--- src/lin_dyn_pkg.sv ---
// Summary of operation
// (RL1) Identifier is six id bits plus two parity bits; content follows the id.
// (RL2) Ids 0x3C and 0x3F are reserved and never stored as assigned ids.
// (RL3) Assignment frame on id 0x3C stores carried ids into the table.
// (RL4) One assignment frame carries exactly four pointer/id pairs.
// (RL5) Each 4-bit pointer selects the table slot that takes its 6-bit id.
// (RL6) All-nodes flag 0: every node stores; flag 1: only the address match.
// (RL7) Byte1 0x80 marker, byte2 bit7 plus code 0x11, byte3 flag and address.
// (RL8) Bytes 4 and 5 pack id1, pointer1, pointer2 and the low id2 bits.
// (RL9) Bytes 6 to 8 pack pointer3, id2 high, id3, pointer4 and id4.
// (RL10) Pointers 0-7 map general purpose, reads, moves and compact moves.
// (RL11) Pointer 8 is the preparing frame, pointer 9 move_with_settings.
// (RL12) Read, motion and stop command codes decode as listed.
// (RL13) Settings, move and assignment command codes decode as listed.
// (RL14) Address-carrying ids answer only when low three bits equal the node address.
// (RL15) Master sets bit7 of first data byte in application frames.
// (RL16) Indirect read answered only right after a preparing frame for this node.
// (RL17) Rewriting a slot replaces it; foreign addressed frames change nothing.
// (RL18) Pairs with pointers beyond the ten slots are dropped.
// assumes a LIN data-link layer on the same clock delivering parsed headers and frames
`default_nettype none
package lin_dyn_pkg;
   localparam int         NUM_SLOTS = 10;
   localparam logic [5:0] ID_CMD    = 6'h3c;
   localparam logic [5:0] ID_READ   = 6'h3d;
   localparam logic [5:0] ID_EXT    = 6'h3f;
   localparam logic [7:0] APP_MARK  = 8'h80;
   localparam logic [6:0] CMD_ASSIGN = 7'h11;
   localparam logic [3:0] SLOT_GP2 = 4'h0, SLOT_GP4 = 4'h1, SLOT_RPOS = 4'h2, SLOT_RBRIEF = 4'h3;
   localparam logic [3:0] SLOT_MOVE = 4'h4, SLOT_CM1 = 4'h5, SLOT_CM2 = 4'h6, SLOT_CM4 = 4'h7;
   localparam logic [3:0] SLOT_PREP = 4'h8, SLOT_MSET = 4'h9;
   localparam logic [9:0] ADDR_SLOTS = 10'h20c;
   localparam logic [6:0] CMD_RPOS = 7'h00, CMD_RFULL = 7'h01, CMD_RFUSE = 7'h02, CMD_RBRIEF = 7'h03;
   localparam logic [6:0] CMD_SAFE = 7'h04, CMD_HALT = 7'h05, CMD_ZERO = 7'h06, CMD_REF = 7'h08;
   localparam logic [6:0] CMD_WDRV = 7'h09, CMD_WFUSE = 7'h10, CMD_WSTALL = 7'h16, CMD_MOVE = 7'h0b;
   localparam logic [6:0] CMD_CM1 = 7'h0c, CMD_CM2 = 7'h0d, CMD_CM4 = 7'h0e, CMD_MSET = 7'h2f;
   localparam logic [6:0] CMD_RAMP = 7'h0f, CMD_NONE = 7'h7f;
   localparam logic [7:0] OFS_NODE = 8'h00, OFS_STATUS = 8'h04, OFS_TABLE = 8'h40;
   localparam logic [6:0] NODE_RESET = 7'h00;
   localparam logic [1:0] RESP_OKAY = 2'h0, RESP_SLVERR = 2'h2;

   typedef struct packed { logic valid; logic [7:0] pid; } header_type;
   typedef struct packed { logic valid; logic [7:0] pid; logic [1:8][7:0] data; } frame_type;
   typedef struct packed
   {
      logic       valid;
      logic       indirect;
      logic [3:0] slot;
      logic [6:0] cmd;
      logic [5:0] frame_id;
   } response_type;
   typedef struct packed
   {
      logic       valid;
      logic       from_slot;
      logic       known;
      logic [3:0] slot;
      logic [6:0] code;
   } command_type;

   function automatic logic pid_ok(input logic [7:0] p);
      pid_ok = (p[6] == (p[0] ^ p[1] ^ p[2] ^ p[4])) && (p[7] == !(p[1] ^ p[3] ^ p[4] ^ p[5]));
   endfunction

   function automatic logic cmd_known(input logic [6:0] c);
      case (c)
         CMD_RPOS, CMD_RFULL, CMD_RFUSE, CMD_RBRIEF, CMD_SAFE, CMD_HALT, CMD_ZERO, CMD_REF,
         CMD_RAMP, CMD_WDRV, CMD_WFUSE, CMD_WSTALL, CMD_MOVE, CMD_CM1, CMD_CM2, CMD_CM4,
         CMD_MSET, CMD_ASSIGN: cmd_known = 1'b1;
         default: cmd_known = 1'b0;
      endcase
   endfunction

   function automatic logic [6:0] slot_code(input logic [3:0] s);
      case (s)
         SLOT_RPOS:   slot_code = CMD_RPOS;
         SLOT_RBRIEF: slot_code = CMD_RBRIEF;
         SLOT_MOVE:   slot_code = CMD_MOVE;
         SLOT_CM1:    slot_code = CMD_CM1;
         SLOT_CM2:    slot_code = CMD_CM2;
         SLOT_CM4:    slot_code = CMD_CM4;
         SLOT_MSET:   slot_code = CMD_MSET;
         default:     slot_code = CMD_NONE;
      endcase
   endfunction
endpackage
`default_nettype wire

--- src/lin_dynamic_id_assignment.sv ---
// dynamic identifier table, command decode and read-answer decision for a LIN node
// assumes headers and frames arrive parsed, on CLK, one pulse each; AXI4-Lite master on CLK
//
// The AXI4-Lite register port and the register offsets are this design's own decisions.
`timescale 1ns/10ps
`default_nettype none
module lin_dynamic_id_assignment
(
   input  wire logic                      CLK,
   input  wire logic                      RESETN,
   input  wire lin_dyn_pkg::header_type   HDR,
   input  wire lin_dyn_pkg::frame_type    FRAME,
   output var  lin_dyn_pkg::response_type RESP,
   output var  lin_dyn_pkg::command_type  CMD,
   input  wire logic [7:0]                S_AXI_AWADDR,
   input  wire logic                      S_AXI_AWVALID,
   output logic                           S_AXI_AWREADY,
   input  wire logic [31:0]               S_AXI_WDATA,
   input  wire logic [3:0]                S_AXI_WSTRB,
   input  wire logic                      S_AXI_WVALID,
   output logic                           S_AXI_WREADY,
   output logic [1:0]                     S_AXI_BRESP,
   output logic                           S_AXI_BVALID,
   input  wire logic                      S_AXI_BREADY,
   input  wire logic [7:0]                S_AXI_ARADDR,
   input  wire logic                      S_AXI_ARVALID,
   output logic                           S_AXI_ARREADY,
   output logic [31:0]                    S_AXI_RDATA,
   output logic [1:0]                     S_AXI_RRESP,
   output logic                           S_AXI_RVALID,
   input  wire logic                      S_AXI_RREADY
);
   import lin_dyn_pkg::*;

   logic [5:0] tbl_id [NUM_SLOTS];
   logic [NUM_SLOTS-1:0] tbl_valid;
   logic [6:0] node_addr;
   logic       prep_armed;
   logic [6:0] prep_cmd;
   logic [7:0] assign_count;
   logic [7:0] drop_count;

   logic       f_ok, h_ok, app_frame, addressed, assign_go, prep_go;
   logic [6:0] app_code, next_prep_cmd;
   logic [5:0] fid, hid;
   logic [3:0] ptr [4];
   logic [5:0] nid [4];
   logic [NUM_SLOTS-1:0] f_hit, h_hit;
   logic [3:0] f_slot, h_slot;
   logic [2:0] drops;

   function automatic logic id_match(input logic [5:0] rx, input logic [5:0] stored, input logic by_addr,
                                     input logic [2:0] na);
      // address slots: upper bits from the table, low three from this node
      id_match = by_addr ? (rx[5:3] == stored[5:3] && rx[2:0] == na) : (rx == stored); // RL14
   endfunction

   function automatic logic pair_ok(input logic [3:0] p, input logic [5:0] i);
      pair_ok = (p < 4'(NUM_SLOTS)) && i != ID_CMD && i != ID_EXT; // RL18 RL2
   endfunction

   always_comb
   begin
      fid = FRAME.pid[5:0];
      hid = HDR.pid[5:0];
      f_ok = FRAME.valid && pid_ok(FRAME.pid); // RL1
      h_ok = HDR.valid && pid_ok(HDR.pid); // RL1
      // broadcast contents below the marker are not ours to interpret
      app_frame = f_ok && fid == ID_CMD && FRAME.data[1] == APP_MARK && FRAME.data[2][7]; // RL7 RL15
      app_code = FRAME.data[2][6:0];
      addressed = !FRAME.data[3][7] || FRAME.data[3][6:0] == node_addr; // RL6
      assign_go = app_frame && app_code == CMD_ASSIGN && addressed; // RL3
      ptr[0] = FRAME.data[4][3:0]; // RL8
      nid[0] = {FRAME.data[5][1:0], FRAME.data[4][7:4]}; // RL8
      ptr[1] = FRAME.data[5][5:2]; // RL8
      nid[1] = {FRAME.data[6][3:0], FRAME.data[5][7:6]}; // RL8 RL9
      ptr[2] = FRAME.data[6][7:4]; // RL9
      nid[2] = FRAME.data[7][5:0]; // RL9
      ptr[3] = {FRAME.data[8][1:0], FRAME.data[7][7:6]}; // RL9
      nid[3] = FRAME.data[8][7:2]; // RL9
      drops = 3'h0;
      for (int k = 0; k < 4; k++)
      begin
         drops = drops + 3'(!pair_ok(ptr[k], nid[k]));
      end
      for (int s = 0; s < NUM_SLOTS; s++)
      begin
         f_hit[s] = tbl_valid[s] && id_match(fid, tbl_id[s], ADDR_SLOTS[s], node_addr[2:0]);
         h_hit[s] = tbl_valid[s] && id_match(hid, tbl_id[s], ADDR_SLOTS[s], node_addr[2:0]);
      end
      f_slot = 4'h0;
      h_slot = 4'h0;
      for (int s = NUM_SLOTS - 1; s >= 0; s--)
      begin
         if (f_hit[s])
         begin
            f_slot = 4'(s);
         end
         if (h_hit[s])
         begin
            h_slot = 4'(s);
         end
      end
      // read codes 0x00 to 0x02 in a 0x3C frame, or a slot-8 frame, prepare an indirect answer
      prep_go = 1'b0;
      next_prep_cmd = app_code;
      if (app_frame && app_code <= CMD_RFUSE && FRAME.data[3][7] && FRAME.data[3][6:0] == node_addr)
      begin
         prep_go = 1'b1;
      end
      else if (f_ok && f_hit != '0 && f_slot == SLOT_PREP && FRAME.data[1][7]
               && FRAME.data[2][6:0] == node_addr) // RL11
      begin
         prep_go = 1'b1;
         next_prep_cmd = FRAME.data[1][6:0];
      end
   end

   // later pairs of one frame win over earlier ones aimed at the same slot
   always_ff @(posedge CLK)
   begin
      if (!RESETN)
      begin
         tbl_valid <= '0;
         for (int s = 0; s < NUM_SLOTS; s++)
         begin
            tbl_id[s] <= 6'h00;
         end
      end
      else if (assign_go) // RL6 RL17
      begin
         for (int k = 0; k < 4; k++) // RL4
         begin
            if (pair_ok(ptr[k], nid[k])) // RL18 RL2
            begin
               tbl_id[ptr[k]] <= nid[k]; // RL5 RL17
               tbl_valid[ptr[k]] <= 1'b1;
            end
         end
      end
   end

   always_ff @(posedge CLK)
   begin
      if (!RESETN)
      begin
         assign_count <= 8'h00;
         drop_count <= 8'h00;
      end
      else if (assign_go)
      begin
         assign_count <= assign_count + 8'h01;
         drop_count <= drop_count + {5'h00, drops};
      end
   end

   // a frame completing and a header in one cycle: the arming wins
   always_ff @(posedge CLK)
   begin
      if (!RESETN)
      begin
         prep_armed <= 1'b0;
         prep_cmd <= CMD_NONE;
      end
      else if (prep_go)
      begin
         prep_armed <= 1'b1;
         prep_cmd <= next_prep_cmd;
      end
      else if (h_ok)
      begin
         prep_armed <= 1'b0; // RL16
      end
   end

   always_ff @(posedge CLK)
   begin
      if (!RESETN)
      begin
         RESP <= '0;
      end
      else
      begin
         RESP.valid <= 1'b0;
         if (h_ok && hid == ID_READ && prep_armed) // RL16
         begin
            RESP <= '{valid: 1'b1, indirect: 1'b1, slot: SLOT_PREP, cmd: prep_cmd, frame_id: hid};
         end
         else if (h_ok && hid != ID_READ && h_hit != '0 && (h_slot == SLOT_RPOS || h_slot == SLOT_RBRIEF)) // RL10
         begin
            RESP <= '{valid: 1'b1, indirect: 1'b0, slot: h_slot, cmd: slot_code(h_slot), frame_id: hid}; // RL14
         end
      end
   end

   always_ff @(posedge CLK)
   begin
      if (!RESETN)
      begin
         CMD <= '0;
      end
      else
      begin
         CMD.valid <= 1'b0;
         if (app_frame && addressed && app_code != CMD_ASSIGN && app_code > CMD_RBRIEF) // RL12 RL13
         begin
            CMD <= '{valid: 1'b1, from_slot: 1'b0, known: cmd_known(app_code), slot: 4'h0, code: app_code};
         end
         else if (f_ok && fid != ID_CMD && f_hit != '0 && f_slot != SLOT_PREP && f_slot != SLOT_RPOS
                  && f_slot != SLOT_RBRIEF)
         begin
            // general purpose slots carry their command in the first data byte
            if (f_slot == SLOT_GP2 || f_slot == SLOT_GP4) // RL10
            begin
               CMD <= '{valid: 1'b1, from_slot: 1'b1, known: cmd_known(FRAME.data[1][6:0]), slot: f_slot,
                        code: FRAME.data[1][6:0]};
            end
            else
            begin
               CMD <= '{valid: 1'b1, from_slot: 1'b1, known: 1'b1, slot: f_slot, code: slot_code(f_slot)}; // RL11
            end
         end
      end
   end

   logic       aw_got, w_got;
   logic [7:0] aw_addr;
   logic [31:0] w_data;
   logic [3:0] w_strb;

   always_ff @(posedge CLK)
   begin
      if (!RESETN)
      begin
         S_AXI_AWREADY <= 1'b0;
         S_AXI_WREADY <= 1'b0;
         aw_got <= 1'b0;
         w_got <= 1'b0;
         aw_addr <= 8'h00;
         w_data <= 32'h0;
         w_strb <= 4'h0;
         S_AXI_BVALID <= 1'b0;
         S_AXI_BRESP <= RESP_OKAY;
         node_addr <= NODE_RESET;
      end
      else
      begin
         if (S_AXI_AWVALID && S_AXI_AWREADY)
         begin
            S_AXI_AWREADY <= 1'b0;
            aw_got <= 1'b1;
            aw_addr <= S_AXI_AWADDR;
         end
         else if (!aw_got && !S_AXI_BVALID)
         begin
            S_AXI_AWREADY <= 1'b1;
         end
         if (S_AXI_WVALID && S_AXI_WREADY)
         begin
            S_AXI_WREADY <= 1'b0;
            w_got <= 1'b1;
            w_data <= S_AXI_WDATA;
            w_strb <= S_AXI_WSTRB;
         end
         else if (!w_got && !S_AXI_BVALID)
         begin
            S_AXI_WREADY <= 1'b1;
         end
         if (aw_got && w_got && !S_AXI_BVALID)
         begin
            aw_got <= 1'b0;
            w_got <= 1'b0;
            S_AXI_BVALID <= 1'b1;
            S_AXI_BRESP <= RESP_SLVERR;
            if (aw_addr[7:2] == OFS_NODE[7:2])
            begin
               S_AXI_BRESP <= RESP_OKAY;
               if (w_strb[0])
               begin
                  node_addr <= w_data[6:0];
               end
            end
         end
         else if (S_AXI_BVALID && S_AXI_BREADY)
         begin
            S_AXI_BVALID <= 1'b0;
         end
      end
   end

   logic [3:0] rd_index;
   assign rd_index = 4'(S_AXI_ARADDR[7:2] - OFS_TABLE[7:2]);

   always_ff @(posedge CLK)
   begin
      if (!RESETN)
      begin
         S_AXI_ARREADY <= 1'b0;
         S_AXI_RVALID <= 1'b0;
         S_AXI_RDATA <= 32'h0;
         S_AXI_RRESP <= RESP_OKAY;
      end
      else if (S_AXI_ARVALID && S_AXI_ARREADY)
      begin
         S_AXI_ARREADY <= 1'b0;
         S_AXI_RVALID <= 1'b1;
         S_AXI_RDATA <= 32'h0;
         S_AXI_RRESP <= RESP_OKAY;
         if (S_AXI_ARADDR[7:2] == OFS_NODE[7:2])
         begin
            S_AXI_RDATA <= {25'h0, node_addr};
         end
         else if (S_AXI_ARADDR[7:2] == OFS_STATUS[7:2])
         begin
            S_AXI_RDATA <= {8'h00, drop_count, assign_count, 7'h00, prep_armed};
         end
         else if (S_AXI_ARADDR[7:2] >= OFS_TABLE[7:2] && rd_index < 4'(NUM_SLOTS))
         begin
            S_AXI_RDATA <= {23'h0, tbl_valid[rd_index], 2'h0, tbl_id[rd_index]};
         end
         else
         begin
            S_AXI_RRESP <= RESP_SLVERR;
         end
      end
      else if (S_AXI_RVALID && S_AXI_RREADY)
      begin
         S_AXI_RVALID <= 1'b0;
      end
      else if (!S_AXI_RVALID)
      begin
         S_AXI_ARREADY <= 1'b1;
      end
   end

   logic any_reserved;
   always_comb
   begin
      any_reserved = 1'b0;
      for (int s = 0; s < NUM_SLOTS; s++)
      begin
         any_reserved = any_reserved | (tbl_valid[s] && (tbl_id[s] == ID_CMD || tbl_id[s] == ID_EXT));
      end
   end
endmodule
`default_nettype wire

--- config.mk ---
export PLATFORM = sky130hd
export DESIGN_NAME = lin_dynamic_id_assignment
export DESIGN_NICKNAME = d
export VERILOG_FILES = /design/src/lin_dyn_pkg.sv /design/src/lin_dynamic_id_assignment.sv
export SDC_FILE = /design/constraint.sdc
export NUM_CORES = 1
export LEC_CHECK = 0
export ABC_AREA = 0
export BUFFER_PORTS_ARGS = -buffer_cell sky130_fd_sc_hd__buf_2
export CORE_MARGIN = 1.5
export CORE_UTILIZATION = 56
export DETAILED_ROUTE_END_ITERATION = 7
export PLACE_DENSITY_LB_ADDON = 0.25
export SKIP_LAST_GASP = 1
export SYNTH_ARGS = -nofsm -noshare
export SYNTH_HDL_FRONTEND = slang
export SYNTH_SLANG_ARGS = --single-unit
--- constraint.sdc ---
create_clock -name CLK -period 4.96 [get_ports CLK]
set_clock_uncertainty 0.05 [all_clocks]
set_input_delay 1.24 -clock CLK [delete_from_list [all_inputs] [get_ports CLK]]
set_output_delay 1.24 -clock CLK [all_outputs]
set_load 0.03 [all_outputs]
* Yosys cells after proc, flatten, opt, wreduce, memory -nomap -nowiden *
Memories as Yosys holds them, arrays and structs flattened.
Cells that the tools add are included.

word-level totals
  flip-flop bits (word level) = 133
  memory bits (writable) = 60
  memory bits (read-only) = 128
  input port bits = 141
  logic and storage cells = 345
  memories kept = 3

operators by class
  $add $sub $neg = 6
  order comparisons = 17
  equal/unequal tests = 63
  multiplexer cells = 95
  bitwise operators = 19
  reductions and logical operators = 112

memories
  name              depth  width  read ports  clocked after Yosys merged registers in  wr ports  RTL line                         text
  (name not given)  64     1      1           0                                        0         lin_dyn_pkg.sv:66                case (c)
  (name not given)  64     1      1           0                                        0         lin_dyn_pkg.sv:66
  tbl_id            10     6      11          0                                        10        lin_dynamic_id_assignment.sv:35  logic [5:0] tbl_id [NUM_SLOTS];

operator list
  kind                                                                          count
  10-bit 2-to-1 mux                                                             10
  7-bit case mux with 7 select lines                                            2
  4-bit 2-to-1 mux                                                              24
  6-bit equality test                                                           14
  1-bit logical AND                                                             77
  6-bit inequality test, second input constant                                  10
  24-bit 2-to-1 mux                                                             2
  10-bit bitwise OR                                                             4
  19-bit 2-to-1 mux                                                             2
  1-bit 2-to-1 mux                                                              36
  4-bit by 3-bit equality test with 1-bit output, second input constant         8
  14-bit 2-to-1 mux                                                             2
  4-bit by 5-bit less-than comparator with 1-bit output, second input constant  5
  3-bit equality test                                                           8
  6-bit 2-to-1 mux                                                              4
  6-bit OR reduction                                                            4
  4-bit less-than comparator, second input constant                             5
  10-bit nonzero test                                                           2
  1-bit demux with 4-bit select                                                 4
  4-bit by 2-bit equality test with 1-bit output, second input constant         4
  4-bit by 1-bit >= comparator with 1-bit output, second input constant         4
  7-bit equality test                                                           2
  7-bit 2-to-1 mux                                                              2
  4-bit equality test, second input constant                                    3
  other kinds (32)                                                              74

* Depth between registers and ports, before layout *
Gate-level depths: netlist of the first run.

  word-level depth = 24
  depth in mapped cells = 13
  mapped depth without buffers = 10

* Worst setup path before layout of the first run *
Ideal clock, no wire load.

  path type = input port to flip-flop
  start = in FRAME[64] in the netlist's numbering
  end = mem tbl_id[1][0] (enable)
  data arrival time = 3.967 ns
  data required time = 4.533 ns
  slack = 0.566 ns
  cell stages on the path = 10
  buffers on the path = 3
  path through = buf_2 > inv_1 > ha_1 > xnor2_1 > xnor2_1 > or4_1 > or3_1 > buf_1 > clkbuf_1 > o21ai_0

RTL lines
  element          RTL line                         text
  start, declared  lin_dynamic_id_assignment.sv:12  input wire lin_dyn_pkg::frame_type FRAME,
  end, declared    lin_dynamic_id_assignment.sv:35

==> results of run 1 <==
## Yosys cell counts (all sizes together), types with 15 or more instances
master	count	area (um^2)
a21oi	124	620.6
a221oi	15	131.4
a22o	21	183.9
a22oi	25	187.7
and2	15	93.84
buf	41	234.0
clkbuf	81	305.3
dfxtp	120	2402
edfxtp	60	1802
inv	43	161.4
mux2i	27	270.3
nand2	115	431.7
nand3	35	175.2
nand4	27	168.9
nor2	129	504.2
nor2b	22	137.6
nor3	37	215.2
nor4	20	131.4
o211ai	22	165.2
o21ai	81	405.4
o22ai	37	231.5
xnor2	70	613.1
xor2	45	394.1
## cell type report
type                    count  area, um^2
fillers                  1710        7202
multi-input cells        1037        6630
flip-flops and latches    180        4204
repair buffers            195        1049
clock buffers              20       457.9
well taps                 270       337.8
inverters                  45       168.9
clock inverters            12       117.6
diodes                      1       2.502
## placed cells by master (no fill, tap or decap), drive strengths merged, types with 21 or more instances in the layout
| cell | synthesis | layout |
|---|---|---|
| dfxtp | 120 | 120 |
| a22oi | 25 | 25 |
| nand3 | 35 | 35 |
| a21oi | 124 | 124 |
| nand2 | 115 | 115 |
| buf | 41 | 195 |
| nor3 | 37 | 37 |
| o21ai | 81 | 81 |
| a22o | 21 | 21 |
| xnor2 | 70 | 70 |
| nor2b | 22 | 22 |
| xor2 | 45 | 45 |
| edfxtp | 60 | 60 |
| o211ai | 22 | 22 |
| inv | 43 | 50 |
| o22ai | 37 | 37 |
| mux2i | 27 | 27 |
| nor2 | 129 | 129 |
| nand4 | 27 | 27 |
## state kept, by name (all words and copies together), names as in the netlist, 6 cells and up
signal	count
RESP	19
prep_cmd	7
aw_addr	6
node_addr	7
assign_count	8
S_AXI_RDATA	23
w_data	7
tbl_valid	10
tbl_id	60
CMD	14
drop_count	8
## metrics by stage
step	utilization	area [um^2]	worst slack, ns	std cells	hold WS, ns
after floorplan	-	11530	0.5657	1384	0.3808
after global placement	0.6143	12390	0.3660	1727	0.3810
after detailed placement	0.6143	12390	0.4053	1727	0.3824
after CTS	0.6428	12960	0.8436	1759	0.3907
after global routing	0.6429	12970	0.6205	1760	0.4267
final	0.6429	12970	0.7690	1760	0.3862
## worst max-delay path: stages
cell and delay [ns]:
buf_2 0.15, nor4_1 0.53, nand4_1 0.20, or4_4 0.55, or4_4 0.78, a2111oi_0 0.79
## worst paths after layout
check,from,endpoint,slack [ns],depth (start not counted)
worst max-delay path,FRAME[57],tbl_id[1][2],0.77,6
worst min-delay path,CMD[10],CMD[10],0.39,2
worst max register to register,node_addr[2],tbl_id[1][2],1.69,8
worst min register to register,CMD[10],CMD[10],0.39,2
## layer usage
metal / up-vias / part of all wire
li1: 5162 / -
met1: 5123 / 0.40
met2: 739 / 0.44
met3: 152 / 0.11
met4: 0 / 0.050
met5: - / 0
## cells by family after synthesis
family          share of synthesized area
flops                              0.3658
mux                               0.05095
simple gates                       0.2078
buf+inv                           0.06162
compound gates                     0.2124
other cells                     0.0003263
xor+xnor                          0.09155
fa+ha+maj                        0.009580
## report_power, final
part | switching, uW | internal (uW)
Clock | 588 | 731
Sequential | 39.1 | 1560
Combinational | 319 | 174
Total | 947 | 2470
==> key figures, run 1 <==
Worst setup path
  – Startpoint class of the critical path: input port
  – Critical path class: in -> reg
  – Arrival @ worst endpoint: 4.25 ns
  – WP data required: around 5 ns
  – CP Max Fanout: 36
  – Critical Path Sink Type: register

Yosys
  – Post-synthesis sequential area ratio: 0.3658
  – Number of enable flip-flop cells after synthesis: 60
  – Asr flop ratio synth: 0
  – Mapped cell area: 11490 um^2
  – Unique masters post-synth: 76
  – Mapped Cells: ~1400
  – Avg Cell Area, Syn: 8.365 um^2
  – Post-synth top flop: dfxtp_1
  – Synth Register Bits: 180
  – Ys Warns: 0

Die
  – Die W: approximately 150 um
  – Core area: slightly above 20000 um^2
  – Site Rows: between 50 and 60
  – Die height: 146.3 um
  – Initial Utilization: 0.5699
  – Io pins: approximately 220
  – Die area: around 21000 um^2

Routing
  – First DRT Iteration DRCs: ~1300
  – Post-Route WL: 36680 um
  – DRT antenna net count: 0
  – Pre-antenna DRT Iters: 6
  – Routed length per instance: around 21 um
  – DRC: 0
  – Vias per Instance: 6.350
  – Via count: approximately 11000

Timing
  – Final setup fails: 0
  – Worst Tran Pin Value: about 1 ns
  – Fin crit period: about 4.2 ns
  – Max Clock Freq: approximately 0.24 GHz
  – Crit share post-route: 0.8450
  – Slew Limit Headroom: 0.3296
  – Final number of hold-violating endpoints: 0
  – Setup TNS: 0 ns
  – RSZ-0062 raised after global routing: no
  – Fin. max-slew vios: 0

Global routing
  – Vias in the first global route: roughly 10000
  – Antenna violations before repair: 1
  – Largest net degree at the start of global routing: slightly below 80
  – Grt peak-use layer: met2
  – Global route overflow: 0
  – Grt met1 use: 0.4577
  – First-pass GRT wire length: ~56000 um
  – Met3 Track Usage GR: 0.05406
  – Grt met2 use: 0.5280
  – GRT Util Overall: 0.3391

CTS
  – Postcts setup bufs: 0
  – CTS Buf Count: 17
  – H-tree levels: 4
  – CTS clk-pin slew, worst paths: approximately 0.060 ns
  – Clk Latency, worst-skew pair: approximately 0.44 ns
  – TritonCTS clock tree: done
  – Root Driver: clkbuf_16
  – CTS resizes: 0
  – CTS Sinks: 180
  – CTS max path bufs: 2
  – # hold bufs at CTS: 0

Placement
  – Gpl congestion: between 0.9 and 1
  – # port buffers: 171
  – Post-DP HPWL: roughly 27000 um

Outcome
  – Status: finished clean

Run
  – Max-Cap Viols: 0

Pwr
  – Total power: about 3400 uW
  – Pwr/cell area: 263.2 nW/um^2
  – Cell leakage power: 0.005014 uW
  – Worst VDD drop: approximately 0.00018 V

Cells and area
  – Synth-to-Final Area Change: 12.82%
  – Net total in the final layout: 1624
  – Share of layout cells above drive strength 1: 0.1807

Worst hold path
  – HP Class: reg -> reg
(Power assumes the default switching activity.)
==> run 2: changes to the inputs <==
--- a/config.mk
+++ b/config.mk
@@ -5,10 +5,10 @@
 export SDC_FILE = /design/constraint.sdc
 export NUM_CORES = 1
 export LEC_CHECK = 0
-export ABC_AREA = 0
+export ABC_AREA = 1
 export BUFFER_PORTS_ARGS = -buffer_cell sky130_fd_sc_hd__buf_2
 export CORE_MARGIN = 1.5
-export CORE_UTILIZATION = 56
+export CORE_UTILIZATION = 52
 export DETAILED_ROUTE_END_ITERATION = 7
 export PLACE_DENSITY_LB_ADDON = 0.25
 export SKIP_LAST_GASP = 1
==> constraint.sdc (replaced) <==
create_clock -name CLK -period 3.5 [get_ports CLK]
set_clock_uncertainty 0.05 [all_clocks]
set_input_delay 0.875 -clock CLK [delete_from_list [all_inputs] [get_ports CLK]]
set_output_delay 0.875 -clock CLK [all_outputs]
set_load 0.03 [all_outputs]
==> key figures, run 2 <==
Yosys
  – Yosys top cell area share: 0.1917 (-0.01730)
  – Ys Warns: 0 (unchanged)
  – Synth area leader: dfxtp_1
  – Unique masters post-synth: 55 (-28%)
  – Post-synthesis sequential area ratio: 0.3355 (-0.03028)
  – Avg Cell Area, Syn: 6.526 um^2 (-22%)
  – Top post-synthesis cells by count: 438 x nand2_1, 227 x inv_1, 214 x nor2_1
  – Synth Register Bits: 180 (unchanged)
  – Synth top area cells: dfxtp_1 19%, edfxtp_1 14%, nand2_1 13%, o21ai_0 7.9%, inv_1 6.8%
  – Mapped cell area: 12530 um^2 (+9.0%)
  – Post-synth top flop: dfxtp_1
  – Number of enable flip-flop cells after synthesis: 60 (unchanged)
  – Asr flop ratio synth: 0 (unchanged)
  – Most common cell in the netlist: nand2_1
  – Mapped Cells: 1920 (+40%)

CTS
  – # hold bufs at CTS: 0 (unchanged)
  – TritonCTS clock tree: done
  – Postcts setup bufs: 0 (unchanged)
  – H-tree levels: 4 (unchanged)
  – CTS Sinks: 180 (unchanged)
  – CTS Buf Count: 17 (unchanged)
  – Root Driver: clkbuf_16
  – CTS resizes: 0 (unchanged)
  – CTS clk-pin slew, worst paths: 0.07 ns (about the same)
  – CTS max path bufs: 2 (unchanged)
  – Clk Latency, worst-skew pair: 0.43 ns (about the same)

Pwr
  – Worst VDD drop: 0.0002577 V (+46%)
  – Comb pwr share: 0.154 (+0.009)
  – Pwr/cell area: 339.0 nW/um^2 (+29%)
  – Cell leakage power: 0.006939 uW (+38%)
  – Sw Ratio: 0.3043 (+0.02695)
  – Clk pwr share: 0.395 (+0.008)
  – Cell internal pwr: 3509 uW (+42%)
  – Flop pwr share: 0.451 (-0.018)
  – Psw: 1535 uW (+62%)

Worst hold path
  – HP Class: reg -> reg
  – Min-delay src: RESP[15]

Die
  – Die W: 158.2 um (+8.2%)
  – Site Rows: 56 (+7.7%)
  – Die height: 158.2 um (+8.2%)
  – Die area: 25040 um^2 (+17%)
  – Io pins: 215 (unchanged)
  – Core area: 23540 um^2 (+17%)
  – Initial Utilization: 0.5323 (-0.03759)

Worst setup path
  – Critical Path Sink Type: register
  – R2R depth: 16 (+8)
  – Startpoint class of the critical path: input port
  – Arrival @ worst endpoint: 3.53 ns (-0.72 ns)
  – R2R Path End: tbl_id[6][0]
  – Crit path from: FRAME[64]
  – Critical path class: in -> reg
  – FF-to-FF Start: node_addr[3]
  – R2R Setup Slk: 0.50 ns (-1.19 ns)
  – CP Max Fanout: 16 (-56%)
  – End of the critical path: tbl_id[7][4]
  – WP data required: 3.74 ns (-1.28 ns)

Routing
  – Max layer used: met4
  – First DRT Iteration DRCs: 1665 (+29%)
  – Post-Route WL: 45950 um (+25%)
  – DRC: 2 (+2)
  – Routed wl met2: 20670 um (+29%)
  – Met3 wire length: 4264 um (+7.6%)
  – Met1 wire length: 18790 um (+27%)
  – Vias per Instance: 5.732 (-9.7%)
  – Pre-antenna DRT Iters: 8 (+2)
  – Via count: 14250 (+28%)
  – DRT antenna net count: 0 (unchanged)
  – Routed length per instance: 18.48 um (-11%)

Timing
  – RSZ-0062 raised after global routing: no
  – Fin crit period: 3.291 ns
  – Setup ws final: 0.2093 ns (-0.5597 ns)
  – Final number of hold-violating endpoints: 0 (unchanged)
  – Slew Limit Headroom: 0.5071 (+0.1774)
  – Final setup fails: 0 (unchanged)
  – Crit share post-route: 0.9402
  – Worst Tran Pin Value: 0.7360 ns (-0.2641 ns)
  – Max Clock Freq: approximately 0.30 GHz
  – Fin. max-slew vios: 0 (unchanged)

Cells and area
  – Synth-to-Final Area Change: 18.72%
  – Max reg flops: 60 (unchanged)
  – Share of layout cells above drive strength 1: 0.1704 (-0.01022)
  – Reg area: 4204 um^2 (unchanged)
  – Filler instances: 2231 (+30%)
  – Final Instance Area: 14880 um^2 (+15%)
  – Top flop regs: tbl_id x60, S_AXI_RDATA x23, RESP x19
  – Net total in the final layout: 2300 (+42%)
  – Area of the multi-input gates: 6970 um^2 (+5.1%)
  – Most common cell after layout, fill and taps aside: nand2_1
  – Largest Register: tbl_id
  – Most frequent cells in the layout: 438 x nand2_1, 227 x inv_1, 214 x nor2_1

Placement
  – # port buffers: 171 (unchanged)
  – Post-DP HPWL: 36410 um (+37%)
  – Post-Place Cell Area: 14260 um^2 (+15%)
  – Gpl congestion: 1.051 (+6.7%)
  – Pre-CTS setup slack: -0.1389 ns (-0.5442 ns)

Global routing
  – First-pass GRT wire length: 69520 um (+23%)
  – Antenna violations before repair: 1 (unchanged)
  – Global route overflow: 0 (unchanged)
  – GRT Util Overall: 0.3663 (+0.02720)
  – Vias in the first global route: 12820 (+26%)
  – Largest net degree at the start of global routing: 66 (-15%)

Outcome
  – Status: finished, violations left
  – Failing checks: DRC

Run
  – Max-Cap Viols: 0 (unchanged)
[run 2: per-stage QoR]
stage	TNS (ns)	util	instances	hold slack [ns]	total power, uW
after detailed placement	-4.526	0.6057	2452	0.3745	3074
after CTS	0	0.6317	2484	0.3863	5036
final	0	0.6319	2486	0.3840	5044
after floorplan	0	-	1930	0.3896	2749
after global routing	0	0.6318	2485	0.4210	5209
after global placement	-2.062	0.6057	2452	0.3720	3060
[run 2: cell families (layout without fill, tap and decap cells)]
| logic type | count (synthesis) | after routing | synth area share |
|---|---|---|---|
| flip-flops | 180 | 180 | 0.3355 |
| other | 1 | 13 | 0.0002993 |
| AND/OR/NAND/NOR | 887 | 887 | 0.3036 |
| AO/OA/AOI/OAI | 467 | 467 | 0.2059 |
| XOR/XNOR | 47 | 47 | 0.03465 |
| buffers and inverters | 331 | 566 | 0.1112 |
| adder cells (fa/ha/maj) | 7 | 7 | 0.008787 |
[run 2: power by group through the flow]
stage | Clock, uW | Combinational [uW] | Sequential, uW
CTS | 2010 | 760 | 2270
global placement | 0 | 743 | 2320
floorplan | 0 | 434 | 2320
detailed placement | 0 | 756 | 2320
finish | 1990 | 777 | 2270
global route | 2090 | 842 | 2280
[run 2: layer usage]
| layer | GRT usage | vias up |
|---|---|---|
| li1 | - | 6850 |
| met1 | 0.4836 | 6418 |
| met2 | 0.5793 | 817 |
| met3 | 0.05886 | 165 |
| met4 | 0.1851 | 0 |
| met5 | 0 | - |
[run 2: worst max-delay path, stage by stage]
cell and delay [ns]:
buf_2 0.10, inv_2 0.04, ha_1 0.34, xnor2_1 0.19, xnor2_1 0.14, nand2_1 0.15, nor2_8 0.16, nand4_2 0.19
nor2_4 0.17, buf_12 0.16, buf_4 0.16, nand4_2 0.24, o21ai_0 0.27, nand2_1 0.07, nand2_1 0.10, nand2_1 0.07
nand2_1 0.09
[run 2: cell type report]
type,instances,area share
diodes,2,0.0003364
clock buffers,18,0.02885
clock inverters,14,0.01236
inverters,242,0.06106
multi-input cells,1419,0.4685
flip-flops and latches,180,0.2826
well taps,319,0.02683
repair buffers,292,0.1194
[run 2: how the worst min path moves through the flow]
stage | to | slack (ns) | cells after the start
floorplan | assign_count[7] | 0.39 | 2
global placement | RESP[15] | 0.37 | 2
detailed placement | RESP[15] | 0.37 | 2
CTS | RESP[15] | 0.39 | 2
global route | RESP[17] | 0.42 | 2
finish | RESP[15] | 0.38 | 2
